==> src/hdl/cfts_pkg.sv <==
// Register map, field positions and timing constants of the charger status block
package cfts_pkg;
  localparam logic [7:0] ADDR_FAULT_LO = 8'h20;
  localparam logic [7:0] ADDR_FAULT_HI = 8'h21;
  localparam logic [7:0] ADDR_THR_LO = 8'h22;
  localparam logic [7:0] ADDR_THR_HI = 8'h23;
  // Fault byte fields
  localparam int B_IN_OV = 7;
  localparam int B_BAT_OC = 6;
  localparam int B_IN_OC = 5;
  localparam int B_SYS_OV = 4;
  localparam int B_SYS_SHORT = 3;
  localparam int B_LATCHOFF = 2;
  localparam int B_BST_OV = 1;
  localparam int B_BST_UV = 0;
  localparam logic [7:0] FAULT_RDCLR_MASK = 8'he7;
  // Throttle high and low byte fields
  localparam int B_RSVD_ONE = 7;
  localparam int B_HOLD_EN = 6;
  localparam int B_WIDTH_LO = 4;
  localparam int B_PCLR = 3;
  localparam int B_PA_FAIL = 1;
  localparam int B_PA_EXIT = 0;
  localparam int B_VLIM = 7;
  localparam logic [7:0] THR_LO_RDCLR_MASK = 8'h7f;
  localparam logic [15:0] THR_RESET = 16'ha800;
  localparam logic [1:0] WIDTH_RESET = 2'h2;
  // Timing
  localparam int CLK_PERIOD_NS = 100;
  localparam int T_100US_NS = 100000;
  localparam int T_1MS_NS = 1000000;
  localparam int T_10MS_NS = 10000000;
  localparam int CYC_100US = T_100US_NS / CLK_PERIOD_NS;
  localparam logic [2:0] RETRY_LIMIT = 3'h7;
  typedef enum logic [1:0] {THR_IDLE, THR_PULSE, THR_HOLD} cfts_thr_state_t;
endpackage

==> src/hdl/cfts_status.sv <==
// Charger fault latches, throttle status register and throttle pulse shaper
// Notes on behaviour
// - Input OV, battery OC, input OC, latchoff, boost OV/UV latch; host read clears.
// - System OV sets bit 4 and keeps the converter off until the bit 4 latch is cleared.
// - Writing 0 to bit 4 or adapter removal clears system OV latch.
// - System short sets after seven failed restarts with rail below 2.4 V.
// - System short ignores reads; only a write of 0 clears it; resets to 0.
// - With hold enabled the throttle output stays low until pulse clear written 0.
// - Without hold, width code picks minimum low pulse 100 us, 1 ms, 10 ms.
// - Writing 0 to pulse clear in the hold state, after the minimum width, ends pulse, output goes high.
// - Peak-assist failure sets after seven consecutive load failures in that mode.
// - On failure peak-assist mode stops and stays off until failure and exit flags written 0.
// - Peak-assist mode ends on host disable or on any charger fault.
// - While peak-assist exit flag is set, throttle output held low until written 0.
// - Throttle bits 7..4 report 1 when fired; bit 7 host writable; reset 0.
// - Throttle bits 3..0 report 1 when fired; read only; reset 0.
`timescale 1ns/1ps
module cfts_status
  import cfts_pkg::*;
#(
  parameter int CYC_1MS = T_1MS_NS / CLK_PERIOD_NS,
  parameter int CYC_10MS = T_10MS_NS / CLK_PERIOD_NS
)(
  input wire logic ref_clk_i,
  input wire logic rst_n_i,
  input wire logic reg_rd_i,
  input wire logic reg_wr_i,
  input wire logic [7:0] reg_addr_i,
  input wire logic [7:0] reg_wdata_i,
  output logic [7:0] reg_rdata_o,
  input wire logic evt_input_overvoltage_i,
  input wire logic evt_battery_overcurrent_i,
  input wire logic evt_input_overcurrent_i,
  input wire logic evt_latchoff_i,
  input wire logic evt_boost_out_overvoltage_i,
  input wire logic evt_boost_out_undervoltage_i,
  input wire logic system_overvoltage_i,
  input wire logic adapter_removed_i,
  input wire logic system_rail_low_i,
  input wire logic restart_fail_i,
  input wire logic peak_assist_host_en_i,
  input wire logic input_bus_rail_load_fail_i,
  input wire logic input_bus_rail_load_ok_i,
  input wire logic [7:0] throttle_trig_i,
  output logic converter_en_o,
  output logic peak_assist_mode_o,
  output logic processor_throttle_n_o
);
  // Counter sized for the longest width, whichever override is largest
  localparam int CYC_LONG = (CYC_10MS > CYC_1MS) ? CYC_10MS : CYC_1MS;
  localparam int CW = $clog2(((CYC_LONG > CYC_100US) ? CYC_LONG : CYC_100US) + 1);

  logic [7:0] fault_r;
  logic [7:0] thr_lo_r;
  logic hold_en_r;
  logic [1:0] width_r;
  logic pclr_r;
  logic pa_fail_r;
  logic pa_exit_r;
  logic pa_mode_r;
  logic [2:0] short_cnt_r;
  logic [2:0] pa_cnt_r;
  logic [CW-1:0] pw_cnt_r;
  cfts_thr_state_t thr_st_r;
  logic [7:0] rdata_r;

  logic rd_flt, wr_flt, rd_tlo, wr_tlo, wr_thi;
  logic fault_any, short_set, pa_fail_set, pa_leave, pclr_wr0;
  logic [7:0] fault_set;
  logic [CW-1:0] pw_load;
  logic [7:0] thr_hi;

  assign rd_flt = reg_rd_i && (reg_addr_i == ADDR_FAULT_LO);
  assign wr_flt = reg_wr_i && (reg_addr_i == ADDR_FAULT_LO);
  assign rd_tlo = reg_rd_i && (reg_addr_i == ADDR_THR_LO);
  assign wr_tlo = reg_wr_i && (reg_addr_i == ADDR_THR_LO);
  assign wr_thi = reg_wr_i && (reg_addr_i == ADDR_THR_HI);

  assign fault_any = evt_input_overvoltage_i | evt_battery_overcurrent_i |
                     evt_input_overcurrent_i | evt_latchoff_i |
                     evt_boost_out_overvoltage_i | evt_boost_out_undervoltage_i |
                     system_overvoltage_i | short_set;
  assign short_set = restart_fail_i && system_rail_low_i &&
                     (short_cnt_r == RETRY_LIMIT - 3'h1);
  assign pa_fail_set = pa_mode_r && input_bus_rail_load_fail_i &&
                       (pa_cnt_r == RETRY_LIMIT - 3'h1);
  assign pa_leave = pa_mode_r && (!peak_assist_host_en_i || fault_any || pa_fail_set);

  always_comb
  begin
    fault_set = '0;
    fault_set[B_IN_OV] = evt_input_overvoltage_i;
    fault_set[B_BAT_OC] = evt_battery_overcurrent_i;
    fault_set[B_IN_OC] = evt_input_overcurrent_i;
    fault_set[B_SYS_OV] = system_overvoltage_i;
    fault_set[B_SYS_SHORT] = short_set;
    fault_set[B_LATCHOFF] = evt_latchoff_i;
    fault_set[B_BST_OV] = evt_boost_out_overvoltage_i;
    fault_set[B_BST_UV] = evt_boost_out_undervoltage_i;
  end

  // Set always wins over a read or write clear
  always_ff @(posedge ref_clk_i or negedge rst_n_i)
  begin
    if (!rst_n_i)
      fault_r <= '0;
    else
    begin
      for (int i = 0; i < 8; i++)
      begin
        if (fault_set[i])
          fault_r[i] <= 1'b1;
        else if (rd_flt && FAULT_RDCLR_MASK[i])
          fault_r[i] <= 1'b0;
        else if (wr_flt && !FAULT_RDCLR_MASK[i] && !reg_wdata_i[i])
          fault_r[i] <= 1'b0;
      end
      if (adapter_removed_i && !system_overvoltage_i)
        fault_r[B_SYS_OV] <= 1'b0;
    end
  end

  // Converter stays off until the latch is cleared, not just the condition
  assign converter_en_o = !fault_r[B_SYS_OV];

  always_ff @(posedge ref_clk_i or negedge rst_n_i)
  begin
    if (!rst_n_i)
      short_cnt_r <= '0;
    else if (!system_rail_low_i || short_set)
      short_cnt_r <= '0;
    else if (restart_fail_i)
      short_cnt_r <= short_cnt_r + 3'h1;
  end

  always_ff @(posedge ref_clk_i or negedge rst_n_i)
  begin
    if (!rst_n_i)
      thr_lo_r <= '0;
    else
    begin
      for (int i = 0; i < 8; i++)
      begin
        if (throttle_trig_i[i])
          thr_lo_r[i] <= 1'b1;
        else if (rd_tlo && THR_LO_RDCLR_MASK[i])
          thr_lo_r[i] <= 1'b0;
        else if (wr_tlo && i == B_VLIM && !reg_wdata_i[i])
          thr_lo_r[i] <= 1'b0;
      end
    end
  end

  always_ff @(posedge ref_clk_i or negedge rst_n_i)
  begin
    if (!rst_n_i)
    begin
      hold_en_r <= THR_RESET[8 + B_HOLD_EN];
      width_r <= WIDTH_RESET;
    end
    else if (wr_thi)
    begin
      hold_en_r <= reg_wdata_i[B_HOLD_EN];
      width_r <= reg_wdata_i[B_WIDTH_LO +: 2];
    end
  end

  // Pulse clear reads back 0 for one cycle after a clearing write, then idles at 1
  always_ff @(posedge ref_clk_i or negedge rst_n_i)
  begin
    if (!rst_n_i)
      pclr_r <= THR_RESET[8 + B_PCLR];
    else if (wr_thi)
      pclr_r <= reg_wdata_i[B_PCLR];
    else
      pclr_r <= 1'b1;
  end
  assign pclr_wr0 = wr_thi && !reg_wdata_i[B_PCLR];

  always_ff @(posedge ref_clk_i or negedge rst_n_i)
  begin
    if (!rst_n_i)
    begin
      pa_fail_r <= 1'b0;
      pa_exit_r <= 1'b0;
    end
    else
    begin
      if (pa_fail_set)
        pa_fail_r <= 1'b1;
      else if (wr_thi && !reg_wdata_i[B_PA_FAIL])
        pa_fail_r <= 1'b0;
      if (pa_leave)
        pa_exit_r <= 1'b1;
      else if (wr_thi && !reg_wdata_i[B_PA_EXIT])
        pa_exit_r <= 1'b0;
    end
  end

  // Re-entry needs the host enable, and no latched failure
  always_ff @(posedge ref_clk_i or negedge rst_n_i)
  begin
    if (!rst_n_i)
      pa_mode_r <= 1'b0;
    else if (pa_leave)
      pa_mode_r <= 1'b0;
    else if (peak_assist_host_en_i && !pa_fail_r && !pa_exit_r && !fault_any)
      pa_mode_r <= 1'b1;
  end
  assign peak_assist_mode_o = pa_mode_r;

  always_ff @(posedge ref_clk_i or negedge rst_n_i)
  begin
    if (!rst_n_i)
      pa_cnt_r <= '0;
    else if (!pa_mode_r || input_bus_rail_load_ok_i || pa_fail_set)
      pa_cnt_r <= '0;
    else if (input_bus_rail_load_fail_i)
      pa_cnt_r <= pa_cnt_r + 3'h1;
  end

  // Code 3 is undefined; treated as code 2, the 10 ms width
  always_comb
  begin
    case (width_r)
      2'h0: pw_load = CW'(CYC_100US - 1);
      2'h1: pw_load = CW'(CYC_1MS - 1);
      default: pw_load = CW'(CYC_10MS - 1);
    endcase
  end

  always_ff @(posedge ref_clk_i or negedge rst_n_i)
  begin
    if (!rst_n_i)
    begin
      thr_st_r <= THR_IDLE;
      pw_cnt_r <= '0;
    end
    else
    begin
      case (thr_st_r)
        THR_IDLE:
          if (|throttle_trig_i)
          begin
            thr_st_r <= THR_PULSE;
            pw_cnt_r <= pw_load;
          end
        THR_PULSE:
          if (|throttle_trig_i)
            pw_cnt_r <= pw_load;
          else if (pw_cnt_r != '0)
            pw_cnt_r <= pw_cnt_r - CW'(1);
          else if (hold_en_r && !pclr_wr0)
            thr_st_r <= THR_HOLD;
          else
            thr_st_r <= THR_IDLE;
        THR_HOLD:
          if (pclr_wr0)
            thr_st_r <= THR_IDLE;
        default:
          thr_st_r <= THR_IDLE;
      endcase
    end
  end

  assign processor_throttle_n_o = (thr_st_r == THR_IDLE) && !pa_exit_r;

  always_comb
  begin
    thr_hi = '0;
    thr_hi[B_RSVD_ONE] = THR_RESET[8 + B_RSVD_ONE];
    thr_hi[B_HOLD_EN] = hold_en_r;
    thr_hi[B_WIDTH_LO +: 2] = width_r;
    thr_hi[B_PCLR] = pclr_r;
    thr_hi[B_PA_FAIL] = pa_fail_r;
    thr_hi[B_PA_EXIT] = pa_exit_r;
  end

  always_ff @(posedge ref_clk_i or negedge rst_n_i)
  begin
    if (!rst_n_i)
      rdata_r <= '0;
    else if (reg_rd_i)
    begin
      case (reg_addr_i)
        ADDR_FAULT_LO: rdata_r <= fault_r;
        ADDR_THR_LO: rdata_r <= thr_lo_r;
        ADDR_THR_HI: rdata_r <= thr_hi;
        default: rdata_r <= '0;
      endcase
    end
  end
  assign reg_rdata_o = rdata_r;
endmodule // cfts_status

==> config.mk <==
export PLATFORM = sky130hd
export DESIGN_NAME = cfts_status
export DESIGN_NICKNAME = d
export VERILOG_FILES = /design/src/hdl/cfts_pkg.sv /design/src/hdl/cfts_status.sv
export SDC_FILE = /design/constraint.sdc
export NUM_CORES = 1
export LEC_CHECK = 0
export BUFFER_PORTS_ARGS = -buffer_cell sky130_fd_sc_hd__buf_2
export CORE_UTILIZATION = 45
export CTS_BUF_LIST = sky130_fd_sc_hd__clkbuf_16
export DETAILED_ROUTE_END_ITERATION = 8
export MAX_ROUTING_LAYER = met4
export PLACE_DENSITY_LB_ADDON = 0.1
export SLEW_MARGIN = 10
export SYNTH_ARGS = -nofsm -noshare
export SYNTH_HDL_FRONTEND = slang
export SYNTH_SLANG_ARGS = --single-unit
==> constraint.sdc <==
create_clock -name ref_clk_i -period 3 [get_ports ref_clk_i]
set_clock_uncertainty 0.2 [all_clocks]
set_input_delay 0.15 -clock ref_clk_i [delete_from_list [all_inputs] [get_ports ref_clk_i]]
set_output_delay 0.15 -clock ref_clk_i [all_outputs]
set_load 0.05 [all_outputs]
Word-level counts from Yosys, hierarchy flattened
Cells that the tools add are included.
W data, S select, Z words.

storage, ports and cells
  bits in registers = 56
  input bits = 41
  output and inout bits = 11
  logic and storage cells = 164

cells by class
  $add $sub $neg = 3
  equal/unequal tests = 13
  muxes and demuxes = 45
  bitwise operators = 7
  reduce and logical (&&, ||, !) cells = 69

operator list
  kind                     number
  $pmux W17 S2             2
  $mux W17                 3
  $reduce_bool A2 Y1       21
  $mux W1                  29
  $eq A8 B6 Y1 const B     3
  $pmux W8 S3              1
  $logic_and A1 B1 Y1      22
  $reduce_bool A17 Y1      1
  $sub A17 B1 Y17 const B  1
  $logic_not A1 Y1         14
  $mux W3                  4
  $mux W2                  5
  $ne A2 B2 Y1 const B     4
  $reduce_or A8 Y1         1
  $or A1 B1 Y1             7
  $add A3 B1 Y3 const B    2
  $eq A3 B3 Y1 const B     2
  $pmux W2 S3              1
  $logic_or A1 B1 Y1       5
  $eq A2 B1 Y1 const B     2
  $logic_not A2 Y1         2
  $reduce_and A4 Y1        1
  $ne A3 B3 Y1 const B     1
  $reduce_and A3 Y1        1
  other kinds (2)          2

Logic depth before layout (Yosys ltp)
Gate-level depths: netlist of the first run.

  word-level depth = 11
  mapped depth = 7
  depth with buffers taken out = 7

Worst setup path before layout of the first run
Ideal clock, no wire load.

  path kind = register -> register
  start point = reg pw_cnt_r[0]
  end point = reg pw_cnt_r[13]
  setup time = 0.122 ns
  data arrival time = 1.918 ns
  data required time = 2.678 ns
  setup slack = 0.761 ns
  stages on the path, launching flop included = 8
  path buffers = 0
  period minus slack after synthesis = 2.239 ns
  cells stage by stage = dfrtp_1 > inv_1 > ha_1 > nor4b_1 > nand4_2 > a21oi_2 > inv_2 > a32o_1

between the ends
  cells in the longest elaborated chain, start to end = 4
  elaborated cells on any way between the ends = 7
  classes of those cells = 1 x add/sub; 1 x eq/ne; 3 x mux; 2 x reduce/logical

ends and longest elaborated chain
  element                   line                source
  start: declaration        cfts_status.sv:63   logic [CW-1:0] pw_cnt_r;
  start signal: assignment  cfts_status.sv:246  pw_cnt_r <= pw_load;
  start signal: assignment  cfts_status.sv:250  pw_cnt_r <= pw_load;
  start signal: assignment  cfts_status.sv:252  pw_cnt_r <= pw_cnt_r - CW'(1);
  $sub A17 B1 Y17           cfts_status.sv:252
  $mux W17                  cfts_status.sv:251  else if (pw_cnt_r != '0)
  $mux W17                  cfts_status.sv:249  if (|throttle_trig_i)
  $pmux W17 S2              cfts_status.sv:241  case (thr_st_r)

Parallel ways exist; a longest one is shown, timed or not. The select of a mux whose other input is x is not followed.
A chain may end at the register's enable or synchronous reset.

Worst setup path in the final report of the first run
  start point = in throttle_trig_i[5]
  end point = reg pw_cnt_r[16]

between the ends
  cells in the longest elaborated chain, start to end = 3
  elaborated cells on any way between the ends = 6
  classes of those cells = 2 x eq/ne; 2 x mux; 2 x reduce/logical

ends and longest elaborated chain
  element                                                             line                                    source
  start: declaration                                                  cfts_status.sv:44                       input wire logic [7:0] throttle_trig_i,
  $reduce_or A8 Y1 (*)                                                cfts_status.sv:243, cfts_status.sv:249
  $ne A3 B3 Y1 (no source line) (tied with other cells)               --
  $reduce_and A3 Y1 (no source line) or $pmux W17 S2 (tied branches)  --

Mark *: on every way between the ends. The rest lies on a longest branch, timed or not.

==> metrics.txt, run 1 <==
run status=finished, final reports clean; #FFs+latches synth=56; num ports=52; Clk pin slew, worst setup/hold paths=about 80 ps; Final Hold Vio Count=0; slowest stage cell on the critical path=or4_1; Final min period=2560 ps; critical path cell sequence=dlygate4sd3_1 > buf_2 > nor4_1 > a21oi_1 > or4_1 > a21oi_1; PD cells=423 nW/um^2; global route overflow=0; Ys Warns=0; Die X=82.7 um; Reg area=1400 sq um; crit-path leading delay family=simple AND/OR/NAND/NOR gates; synth top area cells=dfrtp_1 46%, a21o_1 3.8%, o21ai_0 3.6%; slowest stage delay, CP=~600 ps; commonest non-fill, non-tap cell in the layout=dfrtp_1; Synth Cell Area=2930 sq um; P_leak=between 1.5 and 2 nW; max-slew violation count=0; first-pass GRT wire length=~12000 um; Mapped Cells=approximately 290; number of enable flip-flop cells after synthesis=0; Worst Tran Pin Value=701 ps; post_cts resized=0; RSZ-0062 raised after global routing=false; sinks on the clock net=56; worst path buffer plus inverter count=2; antenna cell count=0; share of cells above drive strength 1=0.215; largest net degree at the start of global routing=37; Num CTS Buffers=5; Total Nets Final=423; Avg WL per Cell=about 17 um; drc violations=0; Avg Cell Area, Syn=around 10 sq um; DRT antenna net count=0; antenna violations before repair=0; vias per cell=~5.8; Max Root-Sink Buffers=2; Total Routed Length=around 7500 um; crit path launch type=input port; Max VDD drop=around 0.00028 V; via count=2612; DIE AREA=~6800 sq um; Crit. Startpoint=throttle_trig_i[5]; crit-path most repeated cell=a21oi_1; DRT Pass-1 Iters=4; FMAX=391 MHz; area share of the largest cell type after synthesis=0.461; Initial Utilization=0.465; critical path class=in -> reg; CTS tree=done; Multi-input gate area=1430 sq um; max_slew headroom=0.529; Layout Area Growth over Synthesis=28.0%; critical path fanouts, max=7; crit path capture type=flop; CTS root buffer=clkbuf_16; # H-tree levels=2; clk_lat worst skew=roughly 300 ps; Iter 0 DRT Violations=241; Min-Delay Path Class=in -> reg; top_reg_cell synth=dfrtp_1; Yosys cell types=between 50 and 60; critical hold path startpoint=reg_addr_i[6]; worst path arrival time=roughly 2600 ps; Worst Path Required=slightly above 3000 ps; number of fill cells=about 580; most frequent cells in the layout=54 x dfrtp_1, 50 x buf_2, 30 x dlygate4sd3_1, 21 x o21ai_0, 19 x nand2_1; vias in the first global route=2426; Std-Cell Rows=29; register area share after synthesis=0.479; final worst-path cycle share=0.853; post-DP HPWL=roughly 5300 um; Die Height=slightly above 80 um; Synth Net Count=338; worst reg2reg startpoint=pw_cnt_r[0]; final setup vio count=0; leading area contributor after synthesis=dfrtp_1; Final GP Congestion=~0.8; Final Power=1.59 mW; PortBufs=50; FFs w/ async S/R, synth=1.00; TNS Setup=0 ps; Tot GR Track Use=0.251; max-cap viol count=0; core area=6310 sq um
[registers in the layout, summed over array words and instances, names as in the netlist]
register and flops:
thr_lo_r 8, hold_en_r 1, fault_r 8, pa_cnt_r 3, pa_exit_r 1, peak_assist_mode_o 1
short_cnt_r 3, width_r 2, pa_fail_r 1, pw_cnt_r 17, thr_st_r 2, pclr_r 1
reg_rdata_o 8
[path summary, 6_finish.rpt]
check | endpoint | slack [ps] | depth (start not counted)
max | pw_cnt_r[16] | 440 | 6
max in group asynchronous | pclr_r | 1600 | 3
min | reg_rdata_o[7] | 20 | 4
min reg2reg | thr_lo_r[4] | 280 | 1
max reg2reg | pw_cnt_r[4] | 450 | 7
min in group asynchronous | thr_lo_r[1] | 140 | 2
[repair_timing]
| action | in CTS | in global routing |
|---|---|---|
| endpoints found under the hold margin | 50 | 0 |
| setup buffers | 0 | 0 |
| hold buffers | 30 | 0 |
[kinds of logic (layout without fill, tap and decap cells)]
kind of cell	Yosys count	after routing	share of synthesized area
compound gates	83	83	0.196
xor+xnor	2	2	0.00597
fa+ha+maj	6	6	0.0256
buf+inv	26	112	0.0350
flops	56	56	0.479
mux	12	12	0.0422
simple gates	106	106	0.216
[through the flow]
stage / std cells / utilization / hold slack [ps] / area (sq um) / setup slack [ps]
2_1_floorplan: 291 / - / -346 / 2930 / 761
3_3_place_gp: 416 / 0.523 / -57.0 / 3300 / 540
3_5_place_dp: 416 / 0.523 / -59.0 / 3300 / 483
4_1_cts: 454 / 0.595 / 6.61 / 3750 / 438
5_1_grt: 454 / 0.595 / 27.8 / 3750 / 169
6_report: 454 / 0.595 / 17.4 / 3750 / 442
[power by group]
group	total (mW)	internal, mW	switching, mW
registers	0.809	0.777	0.0319
logic	0.169	0.0843	0.0844
clock network	0.610	0.317	0.294
[area by class of cell]
cell class | instances | share of cell area
clock buffer | 5 | 0.0333
clock inverter | 3 | 0.00666
inverter | 14 | 0.0140
multi-input combinational | 209 | 0.380
sequential | 56 | 0.374
tap | 77 | 0.0257
timing repair buffer | 90 | 0.167
[worst reg2reg max path, cell delays in order, from the launching register on]
cell and delay, ps:
dfrtp_1 400, inv_1 120, ha_1 160, nor4b_1 540
nand4_2 290, a21oi_2 400, buf_4 210, a2bb2oi_1 160
[metal layers]
metal	track usage	routed length [um]	share of wire
met3	0.0396	344	0.046
met1	0.348	3620	0.48
met2	0.384	3520	0.47
met5	-	0	0
met4	0.0569	64	0.0085
[synth_stat cells (all sizes together) (4+ instances only)]
cell type,count
a21o,15
or4,10
buf,4
nor4,12
and2,4
nor2,12
ha,6
nand2b,5
mux2i,9
o31ai,8
clkbuf,8
a22o,7
a21oi,9
inv,13
dfrtp,54
nand2,19
nand3,12
nand4,7
nor3,6
o21ai,21
Note: power is estimated with default switching activity, not from simulation.
==> inputs of run 2 (changes only) <==
--- a/config.mk
+++ b/config.mk
@@ -6,11 +6,13 @@
 export NUM_CORES = 1
 export LEC_CHECK = 0
 export BUFFER_PORTS_ARGS = -buffer_cell sky130_fd_sc_hd__buf_2
+export CORE_ASPECT_RATIO = 2
 export CORE_UTILIZATION = 45
 export CTS_BUF_LIST = sky130_fd_sc_hd__clkbuf_16
 export DETAILED_ROUTE_END_ITERATION = 8
 export MAX_ROUTING_LAYER = met4
-export PLACE_DENSITY_LB_ADDON = 0.1
+export PLACE_DENSITY = 0.74
+export SKIP_LAST_GASP = 1
 export SLEW_MARGIN = 10
 export SYNTH_ARGS = -nofsm -noshare
 export SYNTH_HDL_FRONTEND = slang
==> metrics.txt, run 2 (synthesis results as in run 1) <==
run status=finished with violations; failing checks=negative hold slack; CTS root buffer=clkbuf_16; Worst Tran Pin Value=between 700 and 800 ps; Met3 Wirelength=336 um; vias per cell=slightly below 6; worst r2r dst=pw_cnt_r[8]; via count=2717; FMAX=around 380 MHz; Layout Area Growth over Synthesis=27.0%; antenna cell count=0; Final GP Congestion=0.947; clk_lat worst skew=300 ps; Std-Cell Rows=just over 40; post-DP HPWL=a little under 6000 um; DIE AREA=6860 sq um; Final Hold Vio Count=1; Initial Utilization=0.465; Iter 0 DRT Violations=87; Num CTS Buffers=5; DR top layer=met4; core area=roughly 6300 sq um; worst reg2reg startpoint=pw_cnt_r[0]; post-CTS repair timing setup buffer count=0; critical hold path startpoint=restart_fail_i; max-cap viol count=0; Total Nets Final=between 400 and 500; crit path capture type=flop; Placed Cells=about 420; Worst Path Required=~3000 ps; global route overflow=0; Die Height=roughly 120 um; critical path fanouts, max=8; antenna violations before repair=0; DP Area=approximately 3300 sq um; M1 WL=about 2700 um; P_leak=between 1.5 and 2 nW; Min-Delay Path Class=in -> reg; Final min period=between 2000 and 3000 ps; Layout Cells excl Fill=460; RSZ-0062 raised after global routing=false; # H-tree levels=2; DRT antenna net count=0; Largest register FFs=17; drc violations=0; final setup vio count=0; Max VDD drop=~0.00045 V; Total Routed Length=8030 um; Clk pin slew, worst setup/hold paths=70 ps; Avg WL per Cell=around 17 um; sinks on the clock net=56; TNS Setup=0 ps; wire length on met2=between 4000 and 5000 um; Tot GR Track Use=0.263; commonest non-fill, non-tap cell in the layout=dfrtp_1; Setup WS post-layout=338 ps; Register-to-Register Setup Slack=between 300 and 400 ps; DRT Pass-1 Iters=4; critical path class=reg -> reg; share of cells above drive strength 1=0.206; largest net degree at the start of global routing=31; max_slew headroom=0.476; Die X=roughly 60 um; num ports=between 50 and 60; PortBufs=50; CTS tree=done; Worst Hold End=short_cnt_r[1]; vias in the first global route=2833; max-slew violation count=0; most frequent cells in the layout=54 x dfrtp_1, 50 x buf_2, 28 x dlygate4sd3_1, 21 x o21ai_0, 19 x nand2_1; R2R cell count=6; post-place setup slack=between 300 and 400 ps; post-route design area=3720 sq um; worst path arrival time=2650 ps; PD cells=412 nW/um^2; Top reg by flops=pw_cnt_r; first-pass GRT wire length=~13000 um; final worst-path cycle share=0.887; worst hold margin=-2.88 ps; crit path launch type=flop; Worst Hold Depth=3; Max Root-Sink Buffers=2
-- run 2: cell types whose count changed in the layout (fill, tap and decap cells not counted) --
cell | previous run | this run
buf_4 | 10 | 9
clkinvlp_4 | 1 | 0
dlygate4sd3_1 | 30 | 28
inv_6 | 2 | 0
inv_1 | 12 | 14
clkinv_1 | 1 | 2
-- run 2: how the worst max path moves through the flow --
stage                      startpoint      endpoint  slack, ps  depth (start not counted)
after floorplan           pw_cnt_r[0]  pw_cnt_r[13]        760                          7
after global routing      pw_cnt_r[0]   pw_cnt_r[8]        220                          6
after CTS                 pw_cnt_r[0]   pw_cnt_r[8]        350                          6
after detailed placement  pw_cnt_r[0]   pw_cnt_r[8]        370                          6
after global placement    pw_cnt_r[0]   pw_cnt_r[8]        440                          6
final                     pw_cnt_r[0]   pw_cnt_r[8]        340                          6
-- run 2: per-layer routing --
layer,GRT usage,vias to the layer above
li1,-,1268
met1,0.240,1319
met2,0.486,101
met3,0.0443,29
met4,0.159,0
met5,-,-
-- run 2: layout make-up --
cell class                      count  area, sq um
Fill cell                         557         2580
Multi-Input combinational cell    209         1430
Sequential cell                    56         1400
Timing Repair Buffer               87          598
Clock buffer                        5          125
Tap cell                           86          108
Inverter                           14         52.6
Clock inverter                      3         11.3
-- run 2: power breakdown --
part / internal, mW / switching (mW)
Clock: 0.301 / 0.252
Combinational: 0.0823 / 0.0861
Sequential: 0.778 / 0.0340
Total: 1.16 / 0.372
-- run 2: metrics by stage --
stage / total power [mW] / utilization / hold slack, ps
6_report: 1.53 / 0.590 / -2.88
5_1_grt: 1.59 / 0.590 / 21.5
4_1_cts: 1.54 / 0.590 / 1.85
3_5_place_dp: 0.964 / 0.524 / 36.8
3_3_place_gp: 0.958 / 0.524 / 24.6
2_1_floorplan: 0.887 / - / -346
-- run 2: critical path, stage by stage, from the launching register on --
cell,delay (ps)
dfrtp_1,400
inv_1,120
ha_1,150
nor4b_1,570
nand4_2,390
a311o_1,470
a32o_1,250
-- run 2: timing repair --
item | CTS | global route
endpoints found under the setup margin | 0 | 0
hold buffers | 28 | 0
resized for setup | 0 | 0
hold endpoints to repair | 57 | 0
==> inputs of run 3 (changes only) <==
--- a/config.mk
+++ b/config.mk
@@ -9,9 +9,11 @@
 export CORE_ASPECT_RATIO = 2
 export CORE_UTILIZATION = 45
 export CTS_BUF_LIST = sky130_fd_sc_hd__clkbuf_16
+export CTS_CLUSTER_SIZE = 28
 export DETAILED_ROUTE_END_ITERATION = 8
 export MAX_ROUTING_LAYER = met4
 export PLACE_DENSITY = 0.74
+export REMOVE_ABC_BUFFERS = 1
 export SKIP_LAST_GASP = 1
 export SLEW_MARGIN = 10
 export SYNTH_ARGS = -nofsm -noshare
==> constraint.sdc (replaced) <==
create_clock -name ref_clk_i -period 2.45 [get_ports ref_clk_i]
set_clock_uncertainty 0.2 [all_clocks]
set_input_delay 0.1225 -clock ref_clk_i [delete_from_list [all_inputs] [get_ports ref_clk_i]]
set_output_delay 0.1225 -clock ref_clk_i [all_outputs]
set_load 0.05 [all_outputs]
==> metrics.txt, run 3 (synthesis results as in run 1) <==
# H-tree levels=2; post-DP HPWL=~6000 um; Die Height=around 120 um; Largest register FFs=17; Initial Utilization=0.465; drc violations=0; critical path fanouts, max=7; DRT Pass-1 Iters=6; antenna cell count=0; crit-path leading delay family=simple AND/OR/NAND/NOR gates; Iter 0 DRT Violations=between 150 and 200; Avg WL per Cell=about 18 um; Tot GR Track Use=0.275; Worst Path Required=about 2500 ps; FMAX=~430 MHz; Final GP Congestion=0.949; critical path class=in -> reg; num ports=52; Setup WS post-layout=141 ps; Total Nets Final=435; DIE AREA=roughly 7000 sq um; Max Root-Sink Buffers=2; Std-Cell Rows=slightly above 40; core area=~6300 sq um; antenna violations before repair=0; commonest non-fill, non-tap cell in the layout=dfrtp_1; max_slew headroom=0.527; clk_lat worst skew=roughly 300 ps; run status=finished, final reports clean; PD cells=around 500 nW/um^2; Final min period=about 2300 ps; Final Hold Vio Count=0; DRT antenna net count=0; first-pass GRT wire length=13400 um; Max VDD drop=~0.00066 V; PortBufs=50; max-slew violation count=0; worst path buffer plus inverter count=3; max-cap viol count=0; share of cells above drive strength 1=0.237; Die X=a little under 60 um; Layout Area Growth over Synthesis=31.7%; vias in the first global route=about 2900; final worst-path cycle share=0.942; CTS tree=done; Top reg by flops=pw_cnt_r; most frequent cells in the layout=54 x dfrtp_1, 50 x buf_2, 32 x dlygate4sd3_1, 21 x o21ai_0, 20 x buf_4; worst path arrival time=roughly 2300 ps; Clk pin slew, worst setup/hold paths=roughly 70 ps; post-place setup slack=just under 50 ps; Total Routed Length=roughly 8300 um; TNS Setup=0 ps; vias per cell=5.82; Worst Tran Pin Value=roughly 700 ps; crit-path most repeated cell=a21oi_1; CTS root buffer=clkbuf_16; global route overflow=0; RSZ-0062 raised after global routing=false; largest net degree at the start of global routing=29; sinks on the clock net=between 50 and 60; crit path capture type=flop; final setup vio count=0; worst hold margin=about 22 ps; P_leak=around 1.6 nW; critical path cell sequence=dlygate4sd3_1 > buf_2 > nor4_1 > buf_4 > a21oi_1 > or4_1 > a21oi_1; Min-Delay Path Class=in -> async; Num CTS Buffers=5; via count=approximately 2800; slowest stage cell on the critical path=or4_1; crit path launch type=input port; slowest stage delay, CP=about 590 ps
## run 3: through the flow
| stage | total power, mW | utilization | area, sq um | cells |
|---|---|---|---|---|
| 2_1_floorplan | 1.08 | - | 2880 | 279 |
| 3_3_place_gp | 1.18 | 0.537 | 3390 | 435 |
| 3_5_place_dp | 1.19 | 0.537 | 3390 | 435 |
| 4_1_cts | 1.93 | 0.612 | 3860 | 474 |
| 5_1_grt | 2.00 | 0.612 | 3860 | 474 |
| 6_report | 1.92 | 0.612 | 3860 | 474 |
## run 3: timing repair
action | in CTS | in global routing
hold endpoints to repair | 84 | 0
hold buffers | 32 | 0
gates resized for setup | 1 | 1
endpoints found under the setup margin | 1 | 1
setup buffers | 0 | 0
pin swaps | 0 | 0
## run 3: where the power goes
part	leakage (nW)	switching, mW	internal (mW)
clock network	0.0663	0.334	0.377
logic	0.928	0.111	0.109
registers	0.649	0.0405	0.953
total	1.64	0.486	1.44
## run 3: cell type report
class	count	area, sq um
Clock buffer	5	125
Fill cell	548	2450
Multi-Input combinational cell	209	1440
Tap cell	86	108
Timing Repair Buffer	102	721
Sequential cell	56	1400
Inverter	14	52.6
Clock inverter	2	16.3
## run 3: layer usage
| metal | wire (um) | GRT usage | up-vias | part of all wire |
|---|---|---|---|---|
| li1 | - | - | 1308 | - |
| met1 | 2880 | 0.256 | 1340 | 0.35 |
| met2 | 4860 | 0.503 | 76 | 0.58 |
| met3 | 235 | 0.0487 | 36 | 0.028 |
| met4 | 361 | 0.160 | 0 | 0.043 |
| met5 | 0 | - | - | 0 |
## run 3: worst paths after layout
| check | cells after the start | slack, ps | endpoint | from |
|---|---|---|---|---|
| max reg2reg | 4 | 150 | pw_cnt_r[8] | pw_cnt_r[9] |
| max | 7 | 140 | pw_cnt_r[16] | throttle_trig_i[1] |
| max in group asynchronous | 3 | 1350 | pclr_r | rst_n_i |
| min reg2reg | 1 | 280 | thr_lo_r[6] | thr_lo_r[6] |
| min | 2 | 20 | thr_lo_r[7] | rst_n_i |
| min in group ref_clk_i | 4 | 40 | fault_r[3] | reg_addr_i[6] |
## run 3: worst register-to-register path: stages (launching register included)
cell and delay, ps:
dfrtp_1 440, nor4_1 620, nand4_2 270, a311o_1 410, a32o_1 250
